`config.mk`:
```
export PLATFORM = sky130hd
export DESIGN_NAME = fcc_channel_control
export DESIGN_NICKNAME = d
export VERILOG_FILES = /design/src/include/fcc_pkg.sv /design/src/verilog/fcc_channel_control.sv
export SDC_FILE = /design/constraint.sdc
export NUM_CORES = 1
export LEC_CHECK = 0
export BUFFER_PORTS_ARGS = -buffer_cell sky130_fd_sc_hd__buf_2
export CAP_MARGIN = 5
export CORE_UTILIZATION = 50
export CTS_CLUSTER_DIAMETER = 50
export DETAILED_ROUTE_END_ITERATION = 12
export GPL_TIMING_DRIVEN = 1
export PLACE_DENSITY = 0.73
export SETUP_SLACK_MARGIN = 0.5
export SYNTH_ARGS = -nofsm -noshare
export SYNTH_HDL_FRONTEND = slang
export SYNTH_SLANG_ARGS = --single-unit
```
`constraint.sdc`:
```
create_clock -name core_clk -period 45.1 [get_ports core_clk]
set_input_delay 2.255 -clock core_clk [delete_from_list [all_inputs] [get_ports core_clk]]
set_output_delay 2.255 -clock core_clk [all_outputs]
set_load 0.01 [all_outputs]
```
`src/include/fcc_pkg.sv`:
```
// Constants, register map and carrier types of the FIFO channel control block.
package fcc_pkg;
   // Array and counter sizes.
   localparam int NUM_FIFO = 32;
   localparam int FIFO_W   = 5;
   localparam int CNT_W    = 12;
   localparam int FRM_W    = 5;
   localparam int CTRL_W   = 6;
   // Register offsets.
   localparam logic [7:0] ADDR_SELECT  = 8'hf0;
   localparam logic [7:0] ADDR_SEQ     = 8'hf1;
   localparam logic [7:0] ADDR_GLOBAL  = 8'hf2;
   localparam logic [7:0] ADDR_STATE   = 8'hf3;
   localparam logic [7:0] ADDR_IRQ_STA = 8'hf4;
   localparam logic [7:0] ADDR_IRQ_MSK = 8'hf8;
   localparam logic [7:0] ADDR_CTRL    = 8'hff;
   localparam logic [7:0] VEC_BYTES    = 8'h04;
   // Sequence entry fields.
   localparam int         SEQ_DIR_BIT = 0;
   localparam int         SEQ_END_BIT = 6;
   localparam logic [7:0] SEQ_WMASK   = 8'h5f;
   // Control fields.
   localparam int CTRL_IRQMSK = 0;
   localparam int CTRL_BERT   = 1;
   localparam int CTRL_MIX    = 2;
   localparam int CTRL_ABORT  = 3;
   localparam int CTRL_NOCRC  = 4;
   localparam int CTRL_NOREP  = 5;
   // Global control fields.
   localparam int GLB_SEQ_MODE  = 0;
   localparam int GLB_IRQ_EN    = 1;
   localparam int GLB_START_LSB = 3;
   localparam logic [7:0] GLB_RESET = 8'h00;
   // Fifo state fields.
   localparam int STATE_ERR_BIT = 0;
   // Timing and encodings.
   localparam int         THR_BASE       = 3;
   localparam logic [4:0] ABORT_ONES     = 5'h10;
   localparam logic [2:0] RX_ABORT_RUN   = 3'h7;
   localparam logic [7:0] STATUS_ABORT   = 8'hff;
   localparam logic [7:0] STATUS_CRC_ERR = 8'h01;
   localparam logic [7:0] STATUS_OK      = 8'h00;

   // One event from the core for one fifo.
   typedef struct packed {
      logic              valid;
      logic [FIFO_W-1:0] fifo;
      logic              hdlc;
      logic              frame_end;
      logic              byte_step;
      logic              in_frame;
      logic              frame_inc_ok;
      logic              crc_err;
      logic              contention_lost;
      logic [2:0]        irq_thr;
      logic [CNT_W-1:0]  byte_write_counter;
      logic [CNT_W-1:0]  byte_read_counter;
      logic [FRM_W-1:0]  frame_write_counter;
      logic [FRM_W-1:0]  frame_read_counter;
   } fcc_event_t;

   // Settings of the fifo named on the event port in the previous cycle, valid or not.
   typedef struct packed {
      logic              bit_error_test_enable;
      logic              crc_suppress;
      logic [FIFO_W-1:0] fifo;
   } fcc_cfg_t;

   // Sequence position.
   typedef struct packed {
      logic              active;
      logic [FIFO_W-1:0] fifo;
      logic              last;
   } fcc_seq_t;

   typedef enum logic {ABT_IDLE, ABT_SEND} fcc_abort_t;
endpackage

```
`src/verilog/fcc_channel_control.sv`:
```
// Per-fifo settings, sequence list, interrupts and abort handling of the fifo controller.
module fcc_channel_control (
   input  wire logic                 core_clk,
   input  wire logic                 reset_n,
   input  wire logic [7:0]           reg_addr,
   input  wire logic [7:0]           reg_wdata,
   input  wire logic                 reg_wr,
   input  wire logic                 reg_rd,
   output logic [7:0]                reg_rdata,
   input  wire fcc_pkg::fcc_event_t  ev,
   input  wire logic                 tx_bit_tick,
   input  wire logic                 rx_bit_tick,
   input  wire logic                 rx_bit,
   input  wire logic                 seq_advance,
   output fcc_pkg::fcc_cfg_t         cfg_out,
   output logic                      tx_force_ones,
   output logic                      rx_status_valid,
   output logic [7:0]                rx_status_byte,
   output logic                      repeat_frame,
   output logic                      abort_frame,
   output fcc_pkg::fcc_seq_t         seq_out,
   output logic                      irq
);
   import fcc_pkg::*;

   logic                rst_s1_q;
   logic                rst_s2_q;
   logic                rst_n;
   logic [FIFO_W-1:0]   sel_q;
   logic [7:0]          seq_q [NUM_FIFO];
   logic [CTRL_W-1:0]   ctrl_q [NUM_FIFO];
   logic [7:0]          glb_q;
   logic [NUM_FIFO-1:0] sta_q;
   logic [NUM_FIFO-1:0] err_q;
   logic [NUM_FIFO-1:0] msk;
   logic [NUM_FIFO-1:0] sta_clr;
   logic [NUM_FIFO-1:0] sta_set;
   logic [NUM_FIFO-1:0] err_set;
   logic [NUM_FIFO-1:0] err_clr;
   logic [7:0]          rdata_d;
   logic [7:0]          rdata_q;
   logic [CTRL_W-1:0]   ev_cfg;
   logic                ev_rx;
   logic                wrap;
   logic                irq_ev;
   logic                underrun;
   logic                rx_end;
   fcc_abort_t          abt_q;
   logic [4:0]          abt_cnt_q;
   logic [2:0]          ones_q;
   logic                seen_q;
   logic [FIFO_W-1:0]   cur_q;
   logic [FIFO_W-1:0]   start;
   logic                seq_mode;
   logic [7:0]          cur_entry;
   fcc_cfg_t            cfg_q;
   logic                stat_v_q;
   logic [7:0]          stat_q;
   logic                rep_q;
   logic                abo_q;

   // True when the address falls into the four bytes of a 32-bit vector.
   function automatic logic in_vec(input logic [7:0] a, input logic [7:0] base);
      in_vec = (a >= base) && (a < base + VEC_BYTES);
   endfunction

   // Picks byte k of a 32-bit vector.
   function automatic logic [7:0] vec_byte(input logic [31:0] v, input logic [1:0] k);
      vec_byte = v[{k, 3'b000} +: 8];
   endfunction

   // Spreads a written byte to its lanes of a 32-bit vector.
   function automatic logic [31:0] byte_vec(input logic [7:0] b, input logic [1:0] k);
      byte_vec = {24'h000000, b} << {k, 3'b000};
   endfunction

   // One-hot flag for a fifo index.
   function automatic logic [31:0] onehot(input logic [FIFO_W-1:0] i);
      onehot = 32'h00000001 << i;
   endfunction

   // Low n bits of a counter are all zero, n being the threshold plus base.
   function automatic logic low_zero(input logic [CNT_W-1:0] c, input logic [2:0] thr);
      logic [CNT_W-1:0] m;
      m = CNT_W'((13'h0001 << (4'(thr) + 4'(THR_BASE))) - 13'h0001);
      low_zero = (c & m) == '0;
   endfunction

   // Releases the asynchronous reset through two flip-flops.
   always_ff @(posedge core_clk or negedge reset_n) begin
      if (!reset_n) begin
         rst_s1_q <= 1'b0;
         rst_s2_q <= 1'b0;
      end else begin
         rst_s1_q <= 1'b1;
         rst_s2_q <= rst_s1_q;
      end
   end
   assign rst_n = rst_s2_q;

   // Fifo selection register for the array registers.
   always_ff @(posedge core_clk or negedge rst_n) begin
      if (!rst_n) begin
         sel_q <= '0;
      end else if (reg_wr && reg_addr == ADDR_SELECT) begin
         sel_q <= reg_wdata[FIFO_W-1:0];
      end
   end

   // Sequence entries reset to point at their own fifo.
   always_ff @(posedge core_clk or negedge rst_n) begin
      if (!rst_n) begin
         for (int i = 0; i < NUM_FIFO; i++) begin
            seq_q[i] <= {3'b000, 5'(i)};
         end
      end else if (reg_wr && reg_addr == ADDR_SEQ) begin
         seq_q[sel_q] <= reg_wdata & SEQ_WMASK;
      end
   end

   // Per-fifo control array.
   always_ff @(posedge core_clk or negedge rst_n) begin
      if (!rst_n) begin
         for (int i = 0; i < NUM_FIFO; i++) begin
            ctrl_q[i] <= '0;
         end
      end else if (reg_wr && reg_addr == ADDR_CTRL) begin
         ctrl_q[sel_q] <= reg_wdata[CTRL_W-1:0];
      end
   end

   // Global mode, interrupt enable and sequence start.
   always_ff @(posedge core_clk or negedge rst_n) begin
      if (!rst_n) begin
         glb_q <= GLB_RESET;
      end else if (reg_wr && reg_addr == ADDR_GLOBAL) begin
         glb_q <= reg_wdata;
      end
   end

   // Write-one-to-clear strobes and the per-fifo mask vector.
   always_comb begin
      sta_clr = '0;
      err_clr = '0;
      for (int i = 0; i < NUM_FIFO; i++) begin
         msk[i] = ctrl_q[i][CTRL_IRQMSK];
      end
      if (reg_wr && in_vec(reg_addr, ADDR_IRQ_STA)) begin
         sta_clr = byte_vec(reg_wdata, reg_addr[1:0]);
      end
      if (reg_wr && reg_addr == ADDR_STATE && reg_wdata[STATE_ERR_BIT]) begin
         err_clr = onehot(sel_q);
      end
   end

   // Sticky interrupt and error flags; a set beats a clear in the same cycle.
   always_ff @(posedge core_clk or negedge rst_n) begin
      if (!rst_n) begin
         sta_q <= '0;
         err_q <= '0;
      end else begin
         sta_q <= (sta_q & ~sta_clr) | sta_set;
         err_q <= (err_q & ~err_clr) | err_set;
      end
   end

   // Read multiplexer; unmapped addresses read zero.
   always_comb begin
      rdata_d = 8'h00;
      if (reg_addr == ADDR_SELECT) begin
         rdata_d = {3'b000, sel_q};
      end else if (reg_addr == ADDR_SEQ) begin
         rdata_d = seq_q[sel_q];
      end else if (reg_addr == ADDR_GLOBAL) begin
         rdata_d = glb_q;
      end else if (reg_addr == ADDR_STATE) begin
         rdata_d = {7'h00, err_q[sel_q]};
      end else if (in_vec(reg_addr, ADDR_IRQ_STA)) begin
         rdata_d = vec_byte(sta_q, reg_addr[1:0]);
      end else if (in_vec(reg_addr, ADDR_IRQ_MSK)) begin
         rdata_d = vec_byte(msk, reg_addr[1:0]);
      end else if (reg_addr == ADDR_CTRL) begin
         rdata_d = {2'b00, ctrl_q[sel_q]};
      end
   end

   // Read data stand only in the cycle after the strobe.
   always_ff @(posedge core_clk or negedge rst_n) begin
      if (!rst_n) begin
         rdata_q <= 8'h00;
      end else begin
         rdata_q <= reg_rd ? rdata_d : 8'h00;
      end
   end
   assign reg_rdata = rdata_q;

   // Event decode for the fifo that the core is serving.
   always_comb begin
      ev_cfg = ctrl_q[ev.fifo];
      ev_rx  = ev.fifo[0];
      wrap = ev.byte_step && low_zero(ev_rx ? ev.byte_write_counter : ev.byte_read_counter,
                                      ev.irq_thr);
      irq_ev = ev.valid && (ev.hdlc ? (ev.frame_end || (ev_cfg[CTRL_MIX] && wrap)) : wrap);
      underrun = ev.valid && !ev_rx && ev.in_frame && !ev.frame_inc_ok
                 && ev.byte_write_counter == ev.byte_read_counter
                 && ev.frame_write_counter == ev.frame_read_counter;
      rx_end  = ev.valid && ev_rx && ev.hdlc && ev.frame_end;
      sta_set = irq_ev ? onehot(ev.fifo) : '0;
      err_set = underrun ? onehot(ev.fifo) : '0;
   end

   assign irq = glb_q[GLB_IRQ_EN] && ((sta_q & msk) != '0);

   // Frame abort: force ones for sixteen bit times after an underrun.
   always_ff @(posedge core_clk or negedge rst_n) begin
      if (!rst_n) begin
         abt_q     <= ABT_IDLE;
         abt_cnt_q <= '0;
      end else begin
         unique case (abt_q)
            ABT_IDLE: begin
               if (underrun && ev_cfg[CTRL_ABORT]) begin
                  abt_q     <= ABT_SEND;
                  abt_cnt_q <= '0;
               end
            end
            ABT_SEND: begin
               if (tx_bit_tick) begin
                  abt_cnt_q <= abt_cnt_q + 5'h01;
                  if (abt_cnt_q == ABORT_ONES - 5'h01) begin
                     abt_q <= ABT_IDLE;
                  end
               end
            end
         endcase
      end
   end
   assign tx_force_ones = (abt_q == ABT_SEND);

   // Receive run of ones, saturating; a run of seven marks the frame aborted.
   always_ff @(posedge core_clk or negedge rst_n) begin
      if (!rst_n) begin
         ones_q <= '0;
         seen_q <= 1'b0;
      end else begin
         if (rx_bit_tick) begin
            ones_q <= !rx_bit ? 3'h0 : (ones_q == RX_ABORT_RUN) ? ones_q : ones_q + 3'h1;
         end else if (rx_end) begin
            ones_q <= '0;
         end
         if (ones_q == RX_ABORT_RUN && !rx_end) begin
            seen_q <= 1'b1;
         end else if (rx_end) begin
            seen_q <= 1'b0;
         end
      end
   end

   // Receive status byte at frame end.
   always_ff @(posedge core_clk or negedge rst_n) begin
      if (!rst_n) begin
         stat_v_q <= 1'b0;
         stat_q   <= STATUS_OK;
      end else begin
         stat_v_q <= rx_end;
         if (rx_end) begin
            if (ev_cfg[CTRL_ABORT] && (seen_q || ones_q == RX_ABORT_RUN)) begin
               stat_q <= STATUS_ABORT;
            end else begin
               stat_q <= ev.crc_err ? STATUS_CRC_ERR : STATUS_OK;
            end
         end
      end
   end
   assign rx_status_valid = stat_v_q;
   assign rx_status_byte  = stat_q;

   // Lost D-channel contention: repeat or abort.
   always_ff @(posedge core_clk or negedge rst_n) begin
      if (!rst_n) begin
         rep_q <= 1'b0;
         abo_q <= 1'b0;
      end else begin
         rep_q <= ev.valid && !ev_rx && ev.contention_lost && !ev_cfg[CTRL_NOREP];
         abo_q <= ev.valid && !ev_rx && ev.contention_lost && ev_cfg[CTRL_NOREP];
      end
   end
   assign repeat_frame = rep_q;
   assign abort_frame  = abo_q;

   // Data-path settings of the fifo being served.
   always_ff @(posedge core_clk or negedge rst_n) begin
      if (!rst_n) begin
         cfg_q <= '0;
      end else begin
         cfg_q.bit_error_test_enable <= ev_cfg[CTRL_BERT];
         cfg_q.crc_suppress <= ev_cfg[CTRL_NOCRC];
         cfg_q.fifo         <= ev.fifo;
      end
   end
   assign cfg_out = cfg_q;

   assign start     = glb_q[GLB_START_LSB +: FIFO_W];
   assign seq_mode  = glb_q[GLB_SEQ_MODE];
   assign cur_entry = seq_q[cur_q];

   // Sequence walker over the linked entries.
   always_ff @(posedge core_clk or negedge rst_n) begin
      if (!rst_n) begin
         cur_q <= '0;
      end else if (!seq_mode) begin
         cur_q <= start;
      end else if (seq_advance) begin
         cur_q <= cur_entry[SEQ_END_BIT] ? start : cur_entry[FIFO_W-1:0];
      end
   end
   assign seq_out = '{active: seq_mode, fifo: cur_q, last: cur_entry[SEQ_END_BIT]};
endmodule

```
=== Word level (Yosys, flattened, before mapping) ===
Cells that the tools add are included.

* Output and inout port bits: 35
* Logic and storage cells: 219
* Bits of input ports: 74
* Register bits after elaboration: 568

* Multiplexer cells: 52
* $lt $le $gt $ge: 9
* Shift-type cells: 6
* Eq/ne operators: 13
* Bitwise gates (word level): 12
* $add $sub $neg: 4
* Reduce and logical (&&, ||, !) cells: 40

{| class="wikitable"
|+ Operators with widths
! operator !! count
|-
| bitwise mux 256 bit || 1
|-
| bitwise mux 192 bit || 1
|-
| 2-to-1 mux 32 bit || 4
|-
| AND 32 bit || 3
|-
| 2-to-1 mux 8 bit || 11
|-
| binary-select mux 8 bit (select 5 bit) || 2
|-
| NOT 32 bit || 2
|-
| bitwise OR 32 bit || 2
|-
| variable part select 32 x 6 -> 8 bit || 2
|-
| left shift 1 x 5 -> 32 bit (first input constant) || 2
|-
| binary-select mux 6 bit (select 5 bit) || 2
|-
| demux 8 bit (select 5 bit) || 1
|-
| == test 8 bit (second input constant) || 5
|-
| 2-to-1 mux 6 bit || 6
|-
| nonzero test 32 bit || 1
|-
| left shift 8 x 5 -> 32 bit || 1
|-
| demux 6 bit (select 5 bit) || 1
|-
| logical AND 1 bit || 28
|-
| 2-to-1 mux 5 bit || 5
|-
| greater-or-equal comparator 6 bit (second input constant) || 3
|-
| NOT 5 -> 6 bit || 3
|-
| greater-or-equal comparator 8 bit (second input constant) || 2
|-
| < comparator 8 bit (second input constant) || 2
|-
| 2-to-1 mux 7 bit || 2
|-
| other kinds (26) || 44
|}

=== Depth between registers and ports, before layout ===
* Word-level depth: 12
* Gate-level depth with buffers: 10
* Mapped depth without buffers: 8

=== Worst setup path before layout ===
OpenSTA, ideal clock, no wires.

* Path kind: input port to flip-flop
* Start: input port ev[44] (netlist bit)
* End: register cfg_q (netlist bit cfg_out[6])
* Required time: 44975 ps
* Slack: 41003 ps
* Data arrival time: 3972 ps
* Library setup time: 125 ps
* Stages: 6
* Buffers on the path: 3
* Cells stage by stage: buf_6 -> buf_8 -> buf_4 -> mux4_2 -> mux4_2 -> mux2_2

* Word-level cells in the longest chain between the ends: 4

{| class="wikitable"
|+ RTL lines
! what !! line !! RTL
|-
| start, declared || fcc_channel_control.sv:10 || <nowiki>input wire fcc_pkg::fcc_event_t ev,</nowiki>
|-
| NOT 5 -> 6 bit (implied by the code) || fcc_channel_control.sv:199 || <nowiki>ev_cfg = ctrl_q[ev.fifo];</nowiki>
|-
| binary-select mux 6 bit (select 5 bit) || fcc_channel_control.sv:199 ||
|-
| 2-to-1 mux 6 bit (implied by the code) (2 in a row) || fcc_channel_control.sv:199 ||
|-
| net ev_cfg[1] || fcc_channel_control.sv:42 || <nowiki>logic [CTRL_W-1:0] ev_cfg;</nowiki>
|-
| end, declared || fcc_channel_control.sv:56 || <nowiki>fcc_cfg_t cfg_q;</nowiki>
|}

The timed path passes the listed nets, and every way through them passes these cells. The select of a mux whose other input is x is not followed.
A chain may end at the register's enable or synchronous reset.

==> metrics.md <==
| Metric | Value |
|---|---|
| Post-synthesis async set-or-reset flop share | 1.00 |
| Floorplan core area | 53000 µm² |
| Clock transition at path regs | 0.06 ns |
| Post-synth design cell area | 27100 µm² |
| Setup crit start kind | register |
| Hold path start | rst_s1_q$_DFF_PN0_ |
| Capture instance of the worst register-to-register path | ctrl_q[31]$_DFFE_PN0P_ |
| RSZ-0062 raised after global routing | false |
| Slew at the pin with the worst max-slew slack | 1.25 ns |
| Share of total power in combinational logic | 0.078 |
| Sum of routed wire length over all layers | 79000 µm |
| Layout-stage area growth over the synthesis result | 9.70% |
| Final Max Tran Viols | 0 |
| # clock sinks | ~500 |
| DRC errors left | 0 |
| Post-cts resize count | 0 |
| Net switching power of the design | 244 µW |
| Max frequency | ~180 MHz |
| Gp weighted congestion | 0.954 |
| Post-Route Utilization | 0.560 |
| Num rows | 84 |
| Final setup violation count | 0 |
| Aggregate global routing overflow | 0 |
| Kind of path behind the tightest hold check | reg -> reg |
| Endpoint arrival time on the critical path | 3.35 ns |
| Seq cells post-synth | around 500 |
| Multiplexer share of the synthesized area | 0.359 |
| Die ar. | 55100 µm² |
| Filler Cell Count | 4237 |
| # Post-CTS Setup Buffers | 0 |
| Period utilisation layout | 0.124 |
| Final Net Count | approximately 2100 |
| Master cell of the clock root buffer | clkbuf_16 |
| CTS hold repair buffers | 0 |
| Detailed-route vias per instance | 6.76 |
| Main combinational cell family by area after synthesis | multiplexers |
| Required time reported for the critical path endpoint | 42.85 ns |
| Commonest register cell after synthesis | dfrtp_1 |
| Violation count after the first detailed-route iteration | 2220 |
| Total inserted antenna cells | 0 |
| Wire length of the first global-routing pass | about 120000 µm |
| Crit path from | cur_q[0]$_DFFE_PN0P_ |
| Die height | 235 µm |
| Post-DRT Antenna Nets | 0 |
| Cell Int Power | about 730 µW |
| Leakage power | 0.0127 µW |
| Number of detailed-routing iterations run before antenna repair | 8 |
| Max Fanout on Critical Path | 36 |
| Distinct cell type count after synthesis | slightly below 80 |
| Die Wd | 235 µm |
| Number of H-tree branching levels | 2 |
| Number of antenna violations at the first check in global routing | 2 |
| Clock skew | 0.0303 ns |
| Launch instance of the worst register-to-register path | sel_q[1]$_DFFE_PN0P_ |
| Power share of the clock group | 0.445 |
| IO Pins | about 110 |
| Total routing resource utilization after global routing | 0.291 |
| Worst reg-to-reg setup slack | 40.82 ns |
| Crit path top cell by count | mux2i_1 |
| Crit path time final | 5.60 ns |
| Portion of the post-synthesis area used by sequential elements | 0.464 |
| Net switching share of the total power | 0.250 |
| Total via count after detailed routing | 18600 |
| Run status | complete, no violations |
| IO Port Bufs | between 100 and 150 |
| Complex-gate fraction of the synthesized area | 0.0681 |
| Detailed placement HPWL | 53800 µm |
| Setup TNS | 0 ns |
| Element type at the critical path end | output pin |
| Clock latency on the worst-skew pair | 0.62 ns |
| Cell breakdown of the critical path | buf_4 -> mux4_2 -> mux2i_1 -> mux2_2 -> mux2i_1 -> buf_2 |
| Fraction of final layout cells with drive strength greater than 1 | 0.476 |
| Number of endpoints with negative hold slack in the final report | 0 |
| Starting utilization of the core area | 0.511 |
| Max Cap Viol | 0 |
| Routed length per instance | 28.7 µm |
| Cell count after synthesis | about 2000 |
| Worst setup path class | reg -> out |
| Number of warnings issued by yosys | 0 |
| Post-synth EDFFs | 0 |
| Maximum resistive drop on vdd | 0.0236 mV |
| Synthesized area divided by synthesized cell count | 13.6 µm² |
| Total power divided by cell area | ~33 nW/µm² |
| Length in cells of the worst reg-to-reg path | 6 |
| Post-synthesis share of cell area spent on and, or, nand and nor gates | 0.0711 |
| Standard cell with the maximum stage delay on the critical path | buf_4 |
| Max stage delay on crit path | between 0.6 and 0.7 ns |
| Max_slew headroom | 0.163 |
| CTS tree | done |
| Largest buffer count on any clock path | 3 |
| CTS buffer count | 53 |
| Vias in the first global route | 18800 |
| Adder-cell share of the synthesized area | 0.00231 |
| Fraction of power consumed by sequential logic | 0.477 |
| Largest net degree at the start of global routing | 86 |
| Critical path endpoint | seq_out[0] |
| Xor/xnor cell area share of the yosys netlist | 0.00615 |
-- final cells by class --
| class | count | area (µm²) | area share |
|---|---|---|---|
| clock inverter | 11 | 155 | 0.00523 |
| clock buffer | 83 | 1540 | 0.0519 |
| inverter | 16 | 60.1 | 0.00202 |
| multi-input combinational | 1325 | 13700 | 0.463 |
| tap | 688 | 861 | 0.0290 |
| sequential | 498 | 12600 | 0.424 |
| timing repair buffer | 135 | 746 | 0.0251 |
-- registers in the layout, indices dropped and copies added, names as in the netlist --
register	cells
tx_force_ones	1
cfg_out	7
rst_s1_q	1
cur_q	5
abort_frame	1
abt_cnt_q	5
seq_q	192
rst_n	1
ctrl_q	192
rx_status_valid	1
sel_q	5
reg_rdata	8
repeat_frame	1
err_q	32
sta_q	32
seen_q	1
rx_status_byte	2
ones_q	3
glb_q	8
-- cells in the mapped netlist (5+ instances only) --
| cell type | number | area share |
|---|---|---|
| and2_1 | 5 | 0.0012 |
| a31oi_1 | 8 | 0.0018 |
| nor2b_1 | 26 | 0.0060 |
| a22o_1 | 6 | 0.0019 |
| mux4_2 | 200 | 0.17 |
| mux2i_1 | 42 | 0.016 |
| mux2_2 | 410 | 0.17 |
| o2bb2ai_1 | 12 | 0.0039 |
| o22ai_1 | 12 | 0.0028 |
| nor3b_1 | 6 | 0.0017 |
| clkbuf_1 | 80 | 0.011 |
| mux4_1 | 7 | 0.0068 |
| a22oi_1 | 34 | 0.0094 |
| a21oi_1 | 18 | 0.0033 |
| xnor2_1 | 13 | 0.0042 |
| nand2_1 | 145 | 0.020 |
| nand4_1 | 14 | 0.0032 |
| buf_4 | 14 | 0.0039 |
| o41ai_1 | 7 | 0.0023 |
| xor2_1 | 6 | 0.0019 |
| o31ai_1 | 7 | 0.0019 |
| ha_1 | 5 | 0.0023 |
| inv_1 | 13 | 0.0018 |
| a221oi_1 | 7 | 0.0023 |
| buf_2 | 43 | 0.0080 |
| nand2b_1 | 11 | 0.0025 |
| o21ai_0 | 63 | 0.012 |
| o41ai_2 | 10 | 0.0060 |
| o21a_1 | 13 | 0.0036 |
| o21ai_1 | 13 | 0.0024 |
| nor3_1 | 16 | 0.0030 |
| nor2_2 | 49 | 0.011 |
| dfstp_2 | 80 | 0.078 |
| o31a_1 | 5 | 0.0016 |
| buf_1 | 9 | 0.0012 |
| or2_2 | 5 | 0.0012 |
| nand3_1 | 42 | 0.0078 |
| nor2_1 | 40 | 0.0055 |
| dfrtp_1 | 418 | 0.39 |
-- metal layers --
layer	wire length, µm	part of all wire	vias up	global-route usage
met3	6980	0.088	170	0.0524
met4	2380	0.030	2	0.0947
met1	32700	0.41	9820	0.419
met5	12	0.00015	-	0
met2	36900	0.47	979	0.447
li1	-	-	7664	-
-- worst min path at each step --
stage / cells after the start / end / slack, ns
finish: 0 / rst_n$_DFF_PN0_ / 0.35
global route: 0 / rst_n$_DFF_PN0_ / 0.36
floorplan: 0 / rst_n$_DFF_PN0_ / 0.33
detailed placement: 0 / rst_n$_DFF_PN0_ / 0.34
CTS: 0 / rst_n$_DFF_PN0_ / 0.36
global placement: 0 / rst_n$_DFF_PN0_ / 0.34
-- kinds of logic (layout without fill, tap and decap cells) --
logic type | Yosys count | in the layout
buffers and inverters | 167 | 245
adder cells (fa/ha/maj) | 5 | 5
XOR/XNOR | 19 | 19
AND/OR/NAND/NOR | 386 | 386
flip-flops | 498 | 498
other | 1 | 3
multiplexers | 659 | 659
AO/OA/AOI/OAI | 253 | 253
-- critical path: cells and delay by family, from the launching register on --
family,cells,cell delay [ns]
buffers and inverters,2,0.82
flip-flops,1,0.63
multiplexers,4,1.21
-- power by group through the flow --
stage	sequential, µW	combinational [µW]	clock (µW)
2_1_floorplan	472	48.6	0
3_3_place_gp	473	74.4	0
3_5_place_dp	473	75.5	0
4_1_cts	466	75.6	439
5_1_grt	467	80.9	456
6_report	466	75.8	434
-- metrics by stage --
step / setup WS (ns) / hold WS [ns] / power, µW / instances / cell area, µm²
floorplan: 30.33 / 0.331 / 521 / 1990 / 27100
global placement: 39.47 / 0.340 / 548 / 2662 / 28000
detailed placement: 39.34 / 0.344 / 549 / 2662 / 28000
CTS: 39.45 / 0.358 / 980 / 2756 / 29700
global route: 39.34 / 0.365 / 1000 / 2756 / 29700
finish: 39.50 / 0.352 / 976 / 2756 / 29700
-- cells in the final DEF (no fill, tap or decap), types with 10 or more instances in the layout --
cell type	n
nand4_1	14
nand2b_1	11
mux4_2	200
mux2_2	410
o21ai_1	13
inv_1	13
buf_2	107
dfrtp_1	413
o21ai_0	63
o2bb2ai_1	12
mux2i_1	42
clkbuf_16	54
xnor2_1	13
nand3_1	42
nor2b_1	26
o41ai_2	10
buf_4	28
a22oi_1	34
o22ai_1	12
nand2_1	144
a21oi_1	18
clkbuf_1	21
nor2_2	49
nor3_1	16
nor2_1	40
o21a_1	13
dfstp_2	80
Power figures use the tool's default switching activity.
